===== src/pkg/ais_pkg.sv =====
// package for the converter input select and timing block
package ais_pkg;
  // ----------------------------------------
  // register byte addresses (apb, one word each)
  // ----------------------------------------
  localparam logic [7:0] ADDR_TIMING = 8'h00;
  localparam logic [7:0] ADDR_DEPTH = 8'h04;
  localparam logic [7:0] ADDR_AUX_SEL = 8'h08;
  localparam logic [7:0] ADDR_PRI_SEL = 8'h0c;
  localparam logic [7:0] ADDR_SCAN = 8'h10;
  localparam logic [7:0] ADDR_CTRL = 8'h14;
  localparam logic [7:0] ADDR_STATUS = 8'h18;
  // ----------------------------------------
  // implemented bit masks and reset values
  // ----------------------------------------
  localparam logic [15:0] MASK_TIMING = 16'h9fff;
  localparam logic [15:0] MASK_DEPTH = 16'h0007;
  localparam logic [15:0] MASK_AUX_SEL = 16'h0707;
  localparam logic [15:0] MASK_PRI_SEL = 16'h9f9f;
  localparam logic [15:0] MASK_SCAN = 16'h1fff;
  localparam logic [15:0] MASK_CTRL = 16'h00ff;
  localparam logic [15:0] RESET_VALUE = 16'h0000;
  // ----------------------------------------
  // field positions
  // ----------------------------------------
  localparam int TIM_SRC_BIT = 15;
  localparam int TIM_SAMP_LSB = 8;
  localparam int AUX_NEG_B_LSB = 9;
  localparam int AUX_POS_B_BIT = 8;
  localparam int AUX_NEG_A_LSB = 1;
  localparam int AUX_POS_A_BIT = 0;
  localparam int PRI_NEG_B_BIT = 15;
  localparam int PRI_POS_B_LSB = 8;
  localparam int PRI_NEG_A_BIT = 7;
  localparam int CTRL_RES_BIT = 0;
  localparam int CTRL_ALT_BIT = 1;
  localparam int CTRL_SCAN_BIT = 2;
  localparam int CTRL_TRIG_LSB = 3;
  localparam int CTRL_SMALL_BIT = 6;
  localparam int CTRL_START_BIT = 7;
  // ----------------------------------------
  // encodings
  // ----------------------------------------
  localparam logic [2:0] TRIG_AUTO = 3'h7;
  localparam logic [7:0] DIV_MAX = 8'h3f;
  localparam logic [4:0] INPUT_MAX = 5'h0c;
  localparam logic [4:0] NEG_REF = 5'h1f;
  localparam logic [1:0] NEG_SEL_HIGH = 2'h3;
  localparam logic [1:0] NEG_SEL_MID = 2'h2;
  localparam logic [3:0] RC_DIV = 4'h8;
  typedef enum logic [1:0] {
    ST_IDLE = 2'b00,
    ST_SAMPLE = 2'b01,
    ST_CONVERT = 2'b10
  } ais_state_t;
endpackage


===== src/rtl/ais_top.sv =====
// converter clock, sample timing and input multiplexer select logic
module ais_top (
  input wire logic core_clk, // 250 mhz clock
  input wire logic rst_n, // synchronous reset, active low
  input wire logic psel, // apb select
  input wire logic penable, // apb enable
  input wire logic pwrite, // apb direction
  input wire logic [31:0] paddr, // apb address
  input wire logic [31:0] pwdata, // apb write data
  output logic [31:0] prdata, // apb read data
  output logic pready, // apb ready
  output logic pslverr, // apb error
  input wire logic rc_clk_tick, // one-cycle tick from rc oscillator
  input wire logic convert_done, // converter core finished conversion
  output logic sampling, // sample and hold tracking
  output logic convert_start, // pulse: start conversion
  output logic conv_clock_period, // pulse: one conversion clock period
  output logic [4:0] primary_pos_sel, // channel 0 positive input, 1f = ref
  output logic [4:0] primary_neg_sel, // channel 0 negative input, 1f = ref
  output logic [4:0] aux_pos_sel [3], // channels 1-3 positive inputs
  output logic [4:0] aux_neg_sel [3], // channels 1-3 negative inputs
  output logic [7:0] buffer_words_per_input, // words per input in dma buffer
  output logic resolution_mode // twelve-bit mode active
);
  // ----------------------------------------
  // registers
  // ----------------------------------------
  logic [15:0] timing_reg, depth_reg, aux_reg, pri_reg, scan_reg, ctrl_reg;
  logic [7:0] tad_cnt_reg;
  logic [4:0] samp_cnt_reg;
  logic [3:0] scan_idx_reg;
  logic sample_b_reg;
  ais_pkg::ais_state_t state_reg;
  logic wr_en, rd_en, addr_ok;
  logic tad_tick, use_b, small_variant, was_sampling_reg;
  logic [15:0] rd_data;
  logic [3:0] scan_next;

  assign wr_en = psel && penable && pwrite && addr_ok;
  assign rd_en = psel && penable && !pwrite;
  assign pready = 1'b1;
  assign small_variant = ctrl_reg[ais_pkg::CTRL_SMALL_BIT];
  assign resolution_mode = ctrl_reg[ais_pkg::CTRL_RES_BIT];

  // maps a requested input to the reference when absent or reserved
  function automatic logic [4:0] map_input(input logic [4:0] idx, input logic sm);
    if (idx > ais_pkg::INPUT_MAX) begin
      map_input = ais_pkg::NEG_REF;
    end else if (sm && idx >= 5'h06 && idx <= 5'h08) begin
      map_input = ais_pkg::NEG_REF;
    end else begin
      map_input = idx;
    end
  endfunction

  // aux negative decode for channel k
  function automatic logic [4:0] aux_neg(input logic [1:0] code, input int k,
                                         input logic sm);
    if (code == ais_pkg::NEG_SEL_HIGH) begin
      aux_neg = 5'(9 + k);
    end else if (code == ais_pkg::NEG_SEL_MID) begin
      aux_neg = map_input(5'(6 + k), sm);
    end else begin
      aux_neg = ais_pkg::NEG_REF;
    end
  endfunction

  // ----------------------------------------
  // apb register writes
  // ----------------------------------------
  // each write keeps only implemented bits so reserved ones stay zero
  always_ff @(posedge core_clk) begin
    if (!rst_n) begin
      timing_reg <= ais_pkg::RESET_VALUE;
      depth_reg <= ais_pkg::RESET_VALUE;
      aux_reg <= ais_pkg::RESET_VALUE;
      pri_reg <= ais_pkg::RESET_VALUE;
      scan_reg <= ais_pkg::RESET_VALUE;
      ctrl_reg <= ais_pkg::RESET_VALUE;
    end else if (wr_en) begin
      unique case (paddr[7:0])
        ais_pkg::ADDR_TIMING: timing_reg <= pwdata[15:0] & ais_pkg::MASK_TIMING;
        ais_pkg::ADDR_DEPTH: depth_reg <= pwdata[15:0] & ais_pkg::MASK_DEPTH;
        ais_pkg::ADDR_AUX_SEL: aux_reg <= pwdata[15:0] & ais_pkg::MASK_AUX_SEL;
        ais_pkg::ADDR_PRI_SEL: pri_reg <= pwdata[15:0] & ais_pkg::MASK_PRI_SEL;
        ais_pkg::ADDR_SCAN: scan_reg <= pwdata[15:0] & ais_pkg::MASK_SCAN;
        ais_pkg::ADDR_CTRL: ctrl_reg <= pwdata[15:0] & ais_pkg::MASK_CTRL;
        default: ;
      endcase
    end
  end

  // ----------------------------------------
  // apb read mux
  // ----------------------------------------
  // upper address bits must be clear so no register aliases higher up
  assign addr_ok = (paddr[31:8] == 24'h000000) && (paddr[7:0] <= ais_pkg::ADDR_STATUS)
                   && (paddr[1:0] == 2'h0);
  always_comb begin
    rd_data = 16'h0000;
    unique case (paddr[7:0])
      ais_pkg::ADDR_TIMING: rd_data = timing_reg;
      ais_pkg::ADDR_DEPTH: rd_data = depth_reg;
      // aux selects read zero in twelve-bit mode
      ais_pkg::ADDR_AUX_SEL: rd_data = resolution_mode ? 16'h0000 : aux_reg;
      ais_pkg::ADDR_PRI_SEL: rd_data = pri_reg;
      ais_pkg::ADDR_SCAN: rd_data = scan_reg;
      ais_pkg::ADDR_CTRL: rd_data = ctrl_reg;
      ais_pkg::ADDR_STATUS: rd_data = {8'h00, sample_b_reg, scan_idx_reg,
                                       1'b0, state_reg};
      default: rd_data = 16'h0000;
    endcase
  end
  assign pslverr = psel && penable && !addr_ok;
  assign prdata = {16'h0000, addr_ok ? rd_data : 16'h0000};

  // ----------------------------------------
  // conversion clock period generator
  // ----------------------------------------
  // rc source counts its own ticks so divider code has no effect there
  always_ff @(posedge core_clk) begin
    if (!rst_n) begin
      tad_cnt_reg <= 8'h00;
    end else if (timing_reg[ais_pkg::TIM_SRC_BIT]) begin
      tad_cnt_reg <= 8'h00;
    end else if (tad_cnt_reg >= (timing_reg[7:0] & ais_pkg::DIV_MAX)) begin
      tad_cnt_reg <= 8'h00;
    end else begin
      tad_cnt_reg <= tad_cnt_reg + 8'h01;
    end
  end
  // reserved codes above 63 keep only their low six bits
  assign tad_tick = timing_reg[ais_pkg::TIM_SRC_BIT] ? rc_clk_tick
                  : (tad_cnt_reg >= (timing_reg[7:0] & ais_pkg::DIV_MAX));
  always_ff @(posedge core_clk) begin
    if (!rst_n) begin
      conv_clock_period <= 1'b0;
    end else begin
      conv_clock_period <= tad_tick;
    end
  end

  // ----------------------------------------
  // sample / convert sequencer
  // ----------------------------------------
  // start bit arms sampling; auto trigger ends it after the sample count
  always_ff @(posedge core_clk) begin
    if (!rst_n) begin
      state_reg <= ais_pkg::ST_IDLE;
      samp_cnt_reg <= 5'h00;
    end else begin
      unique case (state_reg)
        ais_pkg::ST_IDLE: begin
          samp_cnt_reg <= 5'h00;
          if (ctrl_reg[ais_pkg::CTRL_START_BIT]) begin
            state_reg <= ais_pkg::ST_SAMPLE;
          end
        end
        ais_pkg::ST_SAMPLE: begin
          if (ctrl_reg[ais_pkg::CTRL_TRIG_LSB +: 3] == ais_pkg::TRIG_AUTO) begin
            if (samp_cnt_reg >= timing_reg[ais_pkg::TIM_SAMP_LSB +: 5]) begin
              state_reg <= ais_pkg::ST_CONVERT;
            end else if (tad_tick) begin
              samp_cnt_reg <= samp_cnt_reg + 5'h01;
            end
          end else if (!ctrl_reg[ais_pkg::CTRL_START_BIT]) begin
            state_reg <= ais_pkg::ST_CONVERT;
          end
        end
        ais_pkg::ST_CONVERT: begin
          samp_cnt_reg <= 5'h00;
          if (convert_done) begin
            state_reg <= ais_pkg::ST_IDLE;
          end
        end
        default: state_reg <= ais_pkg::ST_IDLE;
      endcase
    end
  end
  assign sampling = (state_reg == ais_pkg::ST_SAMPLE);
  always_ff @(posedge core_clk) begin
    if (!rst_n) begin
      convert_start <= 1'b0;
      was_sampling_reg <= 1'b0;
    end else begin
      // pulse one cycle after sampling ends, whatever trigger ended it
      was_sampling_reg <= sampling;
      convert_start <= was_sampling_reg && !sampling;
    end
  end

  // ----------------------------------------
  // sample a / b alternation and scan pointer
  // ----------------------------------------
  // next enabled scan slot after the current one, wrapping
  always_comb begin
    scan_next = scan_idx_reg;
    for (int i = 12; i >= 1; i--) begin
      if (scan_reg[(32'(scan_idx_reg) + i) % 13]) begin
        scan_next = 4'((32'(scan_idx_reg) + i) % 13);
      end
    end
  end
  always_ff @(posedge core_clk) begin
    if (!rst_n) begin
      sample_b_reg <= 1'b0;
      scan_idx_reg <= 4'h0;
    end else if (state_reg == ais_pkg::ST_CONVERT && convert_done) begin
      sample_b_reg <= ctrl_reg[ais_pkg::CTRL_ALT_BIT] && !sample_b_reg;
      if (ctrl_reg[ais_pkg::CTRL_SCAN_BIT] && !sample_b_reg) begin
        scan_idx_reg <= scan_next;
      end
    end
  end
  assign use_b = sample_b_reg;

  // ----------------------------------------
  // multiplexer select outputs
  // ----------------------------------------
  always_ff @(posedge core_clk) begin
    if (!rst_n) begin
      primary_pos_sel <= 5'h00;
      primary_neg_sel <= ais_pkg::NEG_REF;
      for (int k = 0; k < 3; k++) begin
        aux_pos_sel[k] <= ais_pkg::NEG_REF;
        aux_neg_sel[k] <= ais_pkg::NEG_REF;
      end
    end else begin
      if (use_b) begin
        primary_pos_sel <= map_input(pri_reg[ais_pkg::PRI_POS_B_LSB +: 5], small_variant);
        primary_neg_sel <= pri_reg[ais_pkg::PRI_NEG_B_BIT] ? 5'h01 : ais_pkg::NEG_REF;
      end else begin
        if (ctrl_reg[ais_pkg::CTRL_SCAN_BIT]) begin
          primary_pos_sel <= scan_reg[scan_idx_reg] ? map_input(5'(scan_idx_reg), small_variant)
                                                    : ais_pkg::NEG_REF;
        end else begin
          primary_pos_sel <= map_input(pri_reg[4:0], small_variant);
        end
        primary_neg_sel <= pri_reg[ais_pkg::PRI_NEG_A_BIT] ? 5'h01 : ais_pkg::NEG_REF;
      end
      for (int k = 0; k < 3; k++) begin
        if (resolution_mode) begin
          aux_pos_sel[k] <= ais_pkg::NEG_REF;
          aux_neg_sel[k] <= ais_pkg::NEG_REF;
        end else if (use_b) begin
          aux_pos_sel[k] <= 5'(k + (aux_reg[ais_pkg::AUX_POS_B_BIT] ? 3 : 0));
          aux_neg_sel[k] <= aux_neg(aux_reg[ais_pkg::AUX_NEG_B_LSB +: 2], k, small_variant);
        end else begin
          aux_pos_sel[k] <= 5'(k + (aux_reg[ais_pkg::AUX_POS_A_BIT] ? 3 : 0));
          aux_neg_sel[k] <= aux_neg(aux_reg[ais_pkg::AUX_NEG_A_LSB +: 2], k, small_variant);
        end
      end
    end
  end
  always_ff @(posedge core_clk) begin
    if (!rst_n) begin
      buffer_words_per_input <= 8'h01;
    end else begin
      buffer_words_per_input <= 8'h01 << depth_reg[2:0];
    end
  end
endmodule


===== config.mk =====
export PLATFORM = sky130hd
export DESIGN_NAME = ais_top
export DESIGN_NICKNAME = d
export VERILOG_FILES = /design/src/pkg/ais_pkg.sv /design/src/rtl/ais_top.sv
export SDC_FILE = /design/constraint.sdc
export NUM_CORES = 1
export LEC_CHECK = 0
export BUFFER_PORTS_ARGS = -buffer_cell sky130_fd_sc_hd__buf_2
export CAP_MARGIN = 20
export CORE_MARGIN = 2
export CORE_UTILIZATION = 54
export DETAILED_ROUTE_END_ITERATION = 8
export GPL_TIMING_DRIVEN = 0
export PLACE_DENSITY_LB_ADDON = 0.08
export SYNTH_ARGS = -nofsm -noshare
export SYNTH_HDL_FRONTEND = slang
export SYNTH_SLANG_ARGS = --single-unit

===== constraint.sdc =====
create_clock -name core_clk -period 6.7 [get_ports core_clk]
set_clock_uncertainty 0.2 [all_clocks]
set_input_delay 1.34 -clock core_clk [delete_from_list [all_inputs] [get_ports core_clk]]
set_output_delay 1.34 -clock core_clk [all_outputs]
set_load 0.01 [all_outputs]

Word-level counts from Yosys, hierarchy flattened
Cells that the tools add are included.

cells by class
  eq/ne operators = 20
  shift-type cells = 1
  multiplexer cells = 87
  add/sub/neg operators = 18
  bitwise operators = 1
  $lt $le $gt $ge = 25
  div/mod/pow operators = 12
  reduce and logical (&&, ||, !) cells = 37

operators by type and width
  kind                     number
  $lt A32 B5 Y1 const B    12
  $mod A32 B4 Y32 const B  12
  $mux W5                  34
  $pmux W16 S7             1
  $bmux W1 S4              13
  $mux W4                  12
  $add A4 B4 Y5 const B    5
  $eq A8 B5 Y1 const B     3
  $logic_not A24 Y1        1
  $add A4 B3 Y5 const B    4
  $eq A8 B4 Y1 const B     2
  $logic_and A1 B1 Y1      16
  $mux W16                 1
  $mux W2                  8
  $mux W1                  14
  $reduce_and A2 Y1        6
  $reduce_bool A12 Y1      1
  $mux W11                 1
  $add A2 B5 Y5 const A    2
  $add A4 B2 Y5 const B    2
  $eq A2 B2 Y1 const B     5
  $ge A5 B3 Y1 const B     2
  $gt A5 B4 Y1 const B     2
  $le A5 B4 Y1 const B     2
  30 further kinds         40

word-level totals
  register bits = 127
  bits of input ports = 71
  output and inout bits = 86

Longest topological paths before layout
Gate-level depths: netlist of the first run.

  depth after elaboration = 16
  gate-level depth with buffers = 28
  gate-level depth less buffers = 19

Worst setup path before layout of the first run
Ideal clock, no wire load.

  path kind = register to register
  from = reg scan_idx_reg[0]
  to = reg scan_idx_reg[1]
  stages on the path, launching flop included = 28
  setup slack = 0.098 ns
  arrival = 6.323 ns
  period minus slack after synthesis = 6.602 ns
  required time = 6.421 ns
  cells stage by stage = dfxtp_1 buf_6 buf_2 inv_1 clkbuf_1 clkbuf_1 clkbuf_1 ha_1 buf_2 buf_2 buf_2 clkbuf_1 buf_1 nor2_1 nor2_1 ha_1 nand4b_1 o32ai_1 a21oi_1 o2111a_1 o32a_1 or3_4 o21a_4 and2_4 o31a_1 a211o_1 a211o_1 o221ai_2

on the way
  longest elaborated chain between the ends = 15

RTL lines
  what                           line                            source
  start: declaration             ais_top.sv:31                   logic [3:0] scan_idx_reg;
  start signal: assignment       ais_top.sv:211                  scan_idx_reg <= scan_next;
  $add A4 B4 Y5                  ais_top.sv:199, ais_top.sv:200
  $mod A32 B4 Y32                ais_top.sv:199, ais_top.sv:200
  $bmux W1 S4                    ais_top.sv:199                  if (scan_reg[(32'(scan_idx_reg) + i) % 13]) begin
  $mux W1 (implied by the code)  ais_top.sv:199
  $mux W4 (11 in a row)          ais_top.sv:199

Parallel ways exist; a longest one is shown, timed or not. The select of a mux whose other input is x is not followed.
A chain may end at the register's enable or synchronous reset.

Worst setup path after layout of the first run
Ends and elaborated chain as after synthesis.

==> results.ini, run 1 <==
[run_status]
outcome=complete, no violations

[die]
die_w_um=150
boundaryPins=157
dieHeight_um=150
dieArea_mm2=0.0226
rows=53
core-area_mm2=0.0210
initial_core_util=0.550

[routing]
final_antenna_net_count=0
dr.pass1.iters=7
avgRoutedWirePerCell_um=23.0
via_per_inst=6.48
drtIter0Drc=1148
route.detailed.drc=0
via_count=12600
wl_mm=44.5

[pwr]
ir_drop_mv=0.153
power-per-cell-area_mw_per_mm2=92.3
p_total_w=0.00120
p_leak_nw=5.09

[grt]
grt_pass1_wl_mm=67.2
grt-ovfl-total=0
grt_max_degree=20
grt_pass1_vias=11600
grt_antenna_before_repair=0
grt_usage=0.389

[worst_setup_path]
r2r-start=scan_idx_reg[0]
crit_slowest_cell=dfxtp_4
reg2reg_depth=26
crit_required_ps=6760
cpPeakStageDelay_ps=480
worstPathArrival_ps=6610
cp.depth=26
worstSetupPathType=flop to flop
end_kind=flop
cp_top_family=buffers and inverters
crit_buf_inv=10
r2r_setup_slack_ps=150
reg2reg_to=scan_idx_reg[1]
endpoint=scan_idx_reg[1]
start_kind=flop
cp_max_fo=19
critPathLaunch=scan_idx_reg[0]

[placed_design]
dpl-instance-area_mm2=0.0126
gp_congestion=1.09
dp_hpwl_mm=34.3
port_buffers=116
dp.cells=1917

[synthesis]
synth.mux.area_fraction=0.117
synth_top_cell_area_share=0.172
avgSynthCellArea_um2=7.68
synth_edf_count=0
synthAdderAreaFrac=0.0617
yosys_warnings=0
synth_compound_area_frac=0.285
yosysTopAreaCell=dfxtp_1
synthXorXnorAreaFrac=0.0408
yosysUniqueCellTypes=126
synth_area_mm2=0.0116
ys_top_cells_by_area=dfxtp_1 17%, mux2i_1 6.2%, ha_1 6.2%
yosysSeqAreaShare=0.172
synth_simple_gate_area_frac=0.229
synthFlopType=dfxtp_1
synth_seq_cells=99
synthCells=1504
async_reset_ff_frac=0
synth_top_family_by_area=compound AO/OA/AOI/OAI gates

[final_layout]
final_cell_mix=184 x nand2_1, 134 x buf_2, 120 x nor2_1, 118 x a21oi_1, 96 x dfxtp_1
fin_nets=1786
antennaDiodeCount=0
drive_above_1_share=0.213
final_common_cell=nand2_1
largest_register_ffs=14
postLayoutCoreUtil=0.618
fin_area_mm2=0.0130
syn_to_final_growth_pct=12.5
fin_cells=1938

[sta]
worstMarginPinSlew_ps=920
slew_violations=0
rsz0062_at_grt=false
fmax_mhz=153
setup_viol=0
hold_viol=0
min_period_ps=6550
tns_ps=0
period_share=0.978
slew_headroom=0.386

[clock_network]
clk_pin_slew_worst_paths_ps=70
htreeDepth=3
cts_root_buffer=clkbuf_16
clockBufferDepth=2
cts_tree=done
cts_buffers=9
cts_sinks=99
clk_latency_ps=340

[job]
drv_cap=0

[hold_path]
worstHoldPathType=flop to flop

## stage by stage
stage          hold WS, ps  setup WS [ps]
2_1_floorplan          204           98.2
3_3_place_gp           219          -2500
3_5_place_dp           217          -2530
4_1_cts                231           39.4
5_1_grt                247           21.3
6_report               226            149
## worst min-delay path by stage
stage,from,to,slack (ps),depth (start not counted)
floorplan,was_sampling_reg,convert_start,200,2
global placement,was_sampling_reg,convert_start,220,2
detailed placement,was_sampling_reg,convert_start,220,2
CTS,was_sampling_reg,convert_start,230,2
global route,was_sampling_reg,convert_start,250,2
finish,was_sampling_reg,convert_start,230,2
## power breakdown
part	internal [W]	switching, W	leakage [nW]
sequential	0.000589	0.00000104	0.801
combinational	0.0000307	0.0000421	4.14
clock	0.000296	0.000242	0.148
total	0.000915	0.000285	5.09
## cells in the mapped netlist (6+ instances only)
library cell	number
nand2_1	184
a211o_1	13
o31ai_1	15
nor2_1	121
a21oi_1	119
a31oi_1	9
xor2_1	10
a222oi_1	7
o21ai_0	47
o22ai_1	19
a22oi_1	14
o2111ai_1	12
buf_4	52
inv_1	54
a211oi_1	16
dfxtp_1	99
and2_1	14
o21bai_1	6
nor3_1	30
nand3_1	51
mux4_2	11
ha_1	57
mux2i_1	72
xnor2_1	32
nand2b_1	26
buf_1	6
nor2b_1	18
o21a_1	7
nand3b_1	6
buf_2	22
and3_1	15
or3_1	9
buf_6	12
a21o_1	14
o221ai_1	9
mux2_2	25
o211ai_1	17
o21ai_1	6
nand4_1	10
nor4_1	11
clkbuf_1	53
## routing by layer
layer  GRT usage  wire [um]  vias up  part of all wire
met4       0.268       3550        0             0.080
met1       0.467      16800     5830              0.38
met5           0          0        -                 0
met2       0.646      20200      740              0.45
li1            -          -     5778                 -
met3      0.0485       3880      217             0.087
## tightest hold or removal path, cell delays in order (launching register included)
cell	delay (ps)
dfxtp_1	300
nand2_1	50
nor2_1	30
## logic make-up after synthesis
group / count (synthesis)
buffers and inverters: 206
AND/OR/NAND/NOR: 540
XOR/XNOR: 47
AO/OA/AOI/OAI: 438
flip-flops: 99
adder cells (fa/ha/maj): 57
multiplexers: 115
other: 2
## area by class of cell
cell class | instances | area [um^2]
plain buffers | 144 | 892
flip-flops and latches | 99 | 1990
clock buffers | 9 | 225
repair buffers | 124 | 637
inverters | 60 | 236
multi-input cells | 1220 | 8590
clock inverters | 7 | 83.8
fillers | 1982 | 8030
well taps | 275 | 344
## what timing repair did
| action | in CTS | in global routing |
|---|---|---|
| pin swaps | 0 | 1 |
| endpoints found under the setup margin | 4 | 4 |
| gates resized for setup | 20 | 12 |
| setup buffers | 1 | 6 |
| hold buffers | 0 | 0 |
Power figures use the tool's default switching activity.
==> run 2: changes to the inputs <==
Settings changed: RECOVER_POWER set to 25.
==> run 2 against run 1 <==
Net effect:
- sequential share of layout area is essentially flat
- combinational power shrank 0.5%
- critical path type unchanged
- register-to-register slack is essentially flat
- first-iteration DRC count grew 4.3%
- cell area shrank 0.22%
- critical path depth is the same
- utilization shrank 0.14 points
- non-clock buffer count is the same
- setup slack gained 5.3 ps
- total power grew 0.11%
- via count grew 0.14%
- flip-flop and latch count is the same
==> results.ini, run 2 (same netlist as run 1, synthesis figures left out) <==
[die]
boundaryPins=157
core-area_mm2=0.0210
die_w_um=150
dieHeight_um=150
dieArea_mm2=0.0226
initial_core_util=0.550
rows=53

[sta]
period_share=0.977
hold_viol=0
worstMarginPinSlew_ps=948
hold_slack_ps=227
slew_headroom=0.368
rsz0062_at_grt=false
tns_ps=0
fmax_mhz=153
setup_viol=0
min_period_ps=6550
slew_violations=0

[clock_network]
htreeDepth=3
cts_root_buffer=clkbuf_16
clk_pin_slew_worst_paths_ps=70
cts_sinks=99
clockBufferDepth=2
clk_latency_ps=350
cts_buffers=9
cts_tree=done
ctsHoldBuffers=0

[pwr]
p_leak_nw=5.02
p_total_w=0.00120
power-per-cell-area_mw_per_mm2=92.6
ir_drop_mv=0.153

[routing]
wl_mm=44.5
route.detailed.drc=0
via_per_inst=6.49
drtIter0Drc=1197
final_antenna_net_count=0
avgRoutedWirePerCell_um=23.0
via_count=12600
dr.pass1.iters=8

[placed_design]
gp_congestion=1.09
port_buffers=116
dp_hpwl_mm=34.3

[grt]
grt_pass1_wl_mm=67.2
grt_usage=0.389
grt_antenna_before_repair=0
grt_pass1_vias=11600
grt_max_degree=20
grt-ovfl-total=0

[final_layout]
drive_above_1_share=0.198
final_common_cell=nand2_1
fin_nets=1786
antennaDiodeCount=0
final_cell_mix=184 x nand2_1, 120 x nor2_1, 118 x a21oi_1, 111 x buf_2, 96 x dfxtp_1
fillCellCount=1999
largest_register_ffs=14
syn_to_final_growth_pct=12.2

[hold_path]
worstHoldPathType=flop to flop

[worst_setup_path]
crit_required_ps=6760
worstPathArrival_ps=6610
start_kind=flop
end_kind=flop
cp_max_fo=19
worstSetupPathType=flop to flop

[job]
drv_cap=0

[run_status]
outcome=complete, no violations

==> run 2: final cells by class <==
cell class,count,area [um^2],area share
clock buffers,9,225,0.0174
multi-input cells,1220,8590,0.662
flip-flops and latches,99,1990,0.153
plain buffers,144,892,0.0688
inverters,60,236,0.0182
clock inverters,7,83.8,0.00647
repair buffers,124,608,0.0469
well taps,275,344,0.0265
==> run 2: final timing paths <==
kind | to | slack (ps) | startpoint | depth (start not counted)
min | convert_start | 230 | was_sampling_reg | 2
max reg2reg | scan_idx_reg[1] | 150 | scan_idx_reg[0] | 26
min reg2reg | convert_start | 230 | was_sampling_reg | 2
max | scan_idx_reg[1] | 150 | scan_idx_reg[0] | 26
==> run 2: power by group <==
group | internal (W) | switching (W) | total (W)
Combinational | 0.0000304 | 0.0000420 | 0.0000724
Clock | 0.000296 | 0.000243 | 0.000539
Sequential | 0.000589 | 0.00000108 | 0.000590
Total | 0.000915 | 0.000286 | 0.00120
==> run 2: metal layers <==
| layer | vias to the layer above | part of all wire | track usage |
|---|---|---|---|
| met3 | 216 | 0.088 | 0.0485 |
| li1 | 5780 | - | - |
| met2 | 763 | 0.45 | 0.646 |
| met5 | - | 0 | 0 |
| met4 | 0 | 0.079 | 0.268 |
| met1 | 5824 | 0.38 | 0.467 |
==> run 2: what timing repair did <==
action | in CTS | in global routing
resized for setup | 20 | 12
setup buffers | 1 | 6
setup endpoints to repair | 4 | 4
pin swaps | 0 | 1
==> run 2: through the flow <==
| step | cells | area, um^2 | util | worst slack, ps |
|---|---|---|---|---|
| final | 1938 | 13000 | 0.617 | 154 |
| after global placement | 1916 | 12600 | 0.597 | -2500 |
| after global routing | 1938 | 13000 | 0.617 | 21.3 |
| after floorplan | 1525 | 11600 | - | 98.2 |
| after detailed placement | 1917 | 12600 | 0.598 | -2530 |
| after CTS | 1932 | 12900 | 0.614 | 39.4 |
==> run 2: critical path: stages (launching register included) <==
cell	delay (ps)
dfxtp_4	480
buf_8	240
clkinvlp_4	180
clkbuf_4	260
buf_4	250
ha_2	410
buf_4	230
buf_6	190
buf_6	190
clkbuf_4	260
buf_6	220
nor2_1	80
nor2_1	110
ha_1	260
nand4b_1	190
o32ai_2	130
a21oi_2	170
a31oi_4	320
buf_4	180
mux2i_1	60
or3_4	430
o21a_4	160
and2_4	180
o31a_1	230
a211o_1	330
a211o_1	300
o221ai_2	170
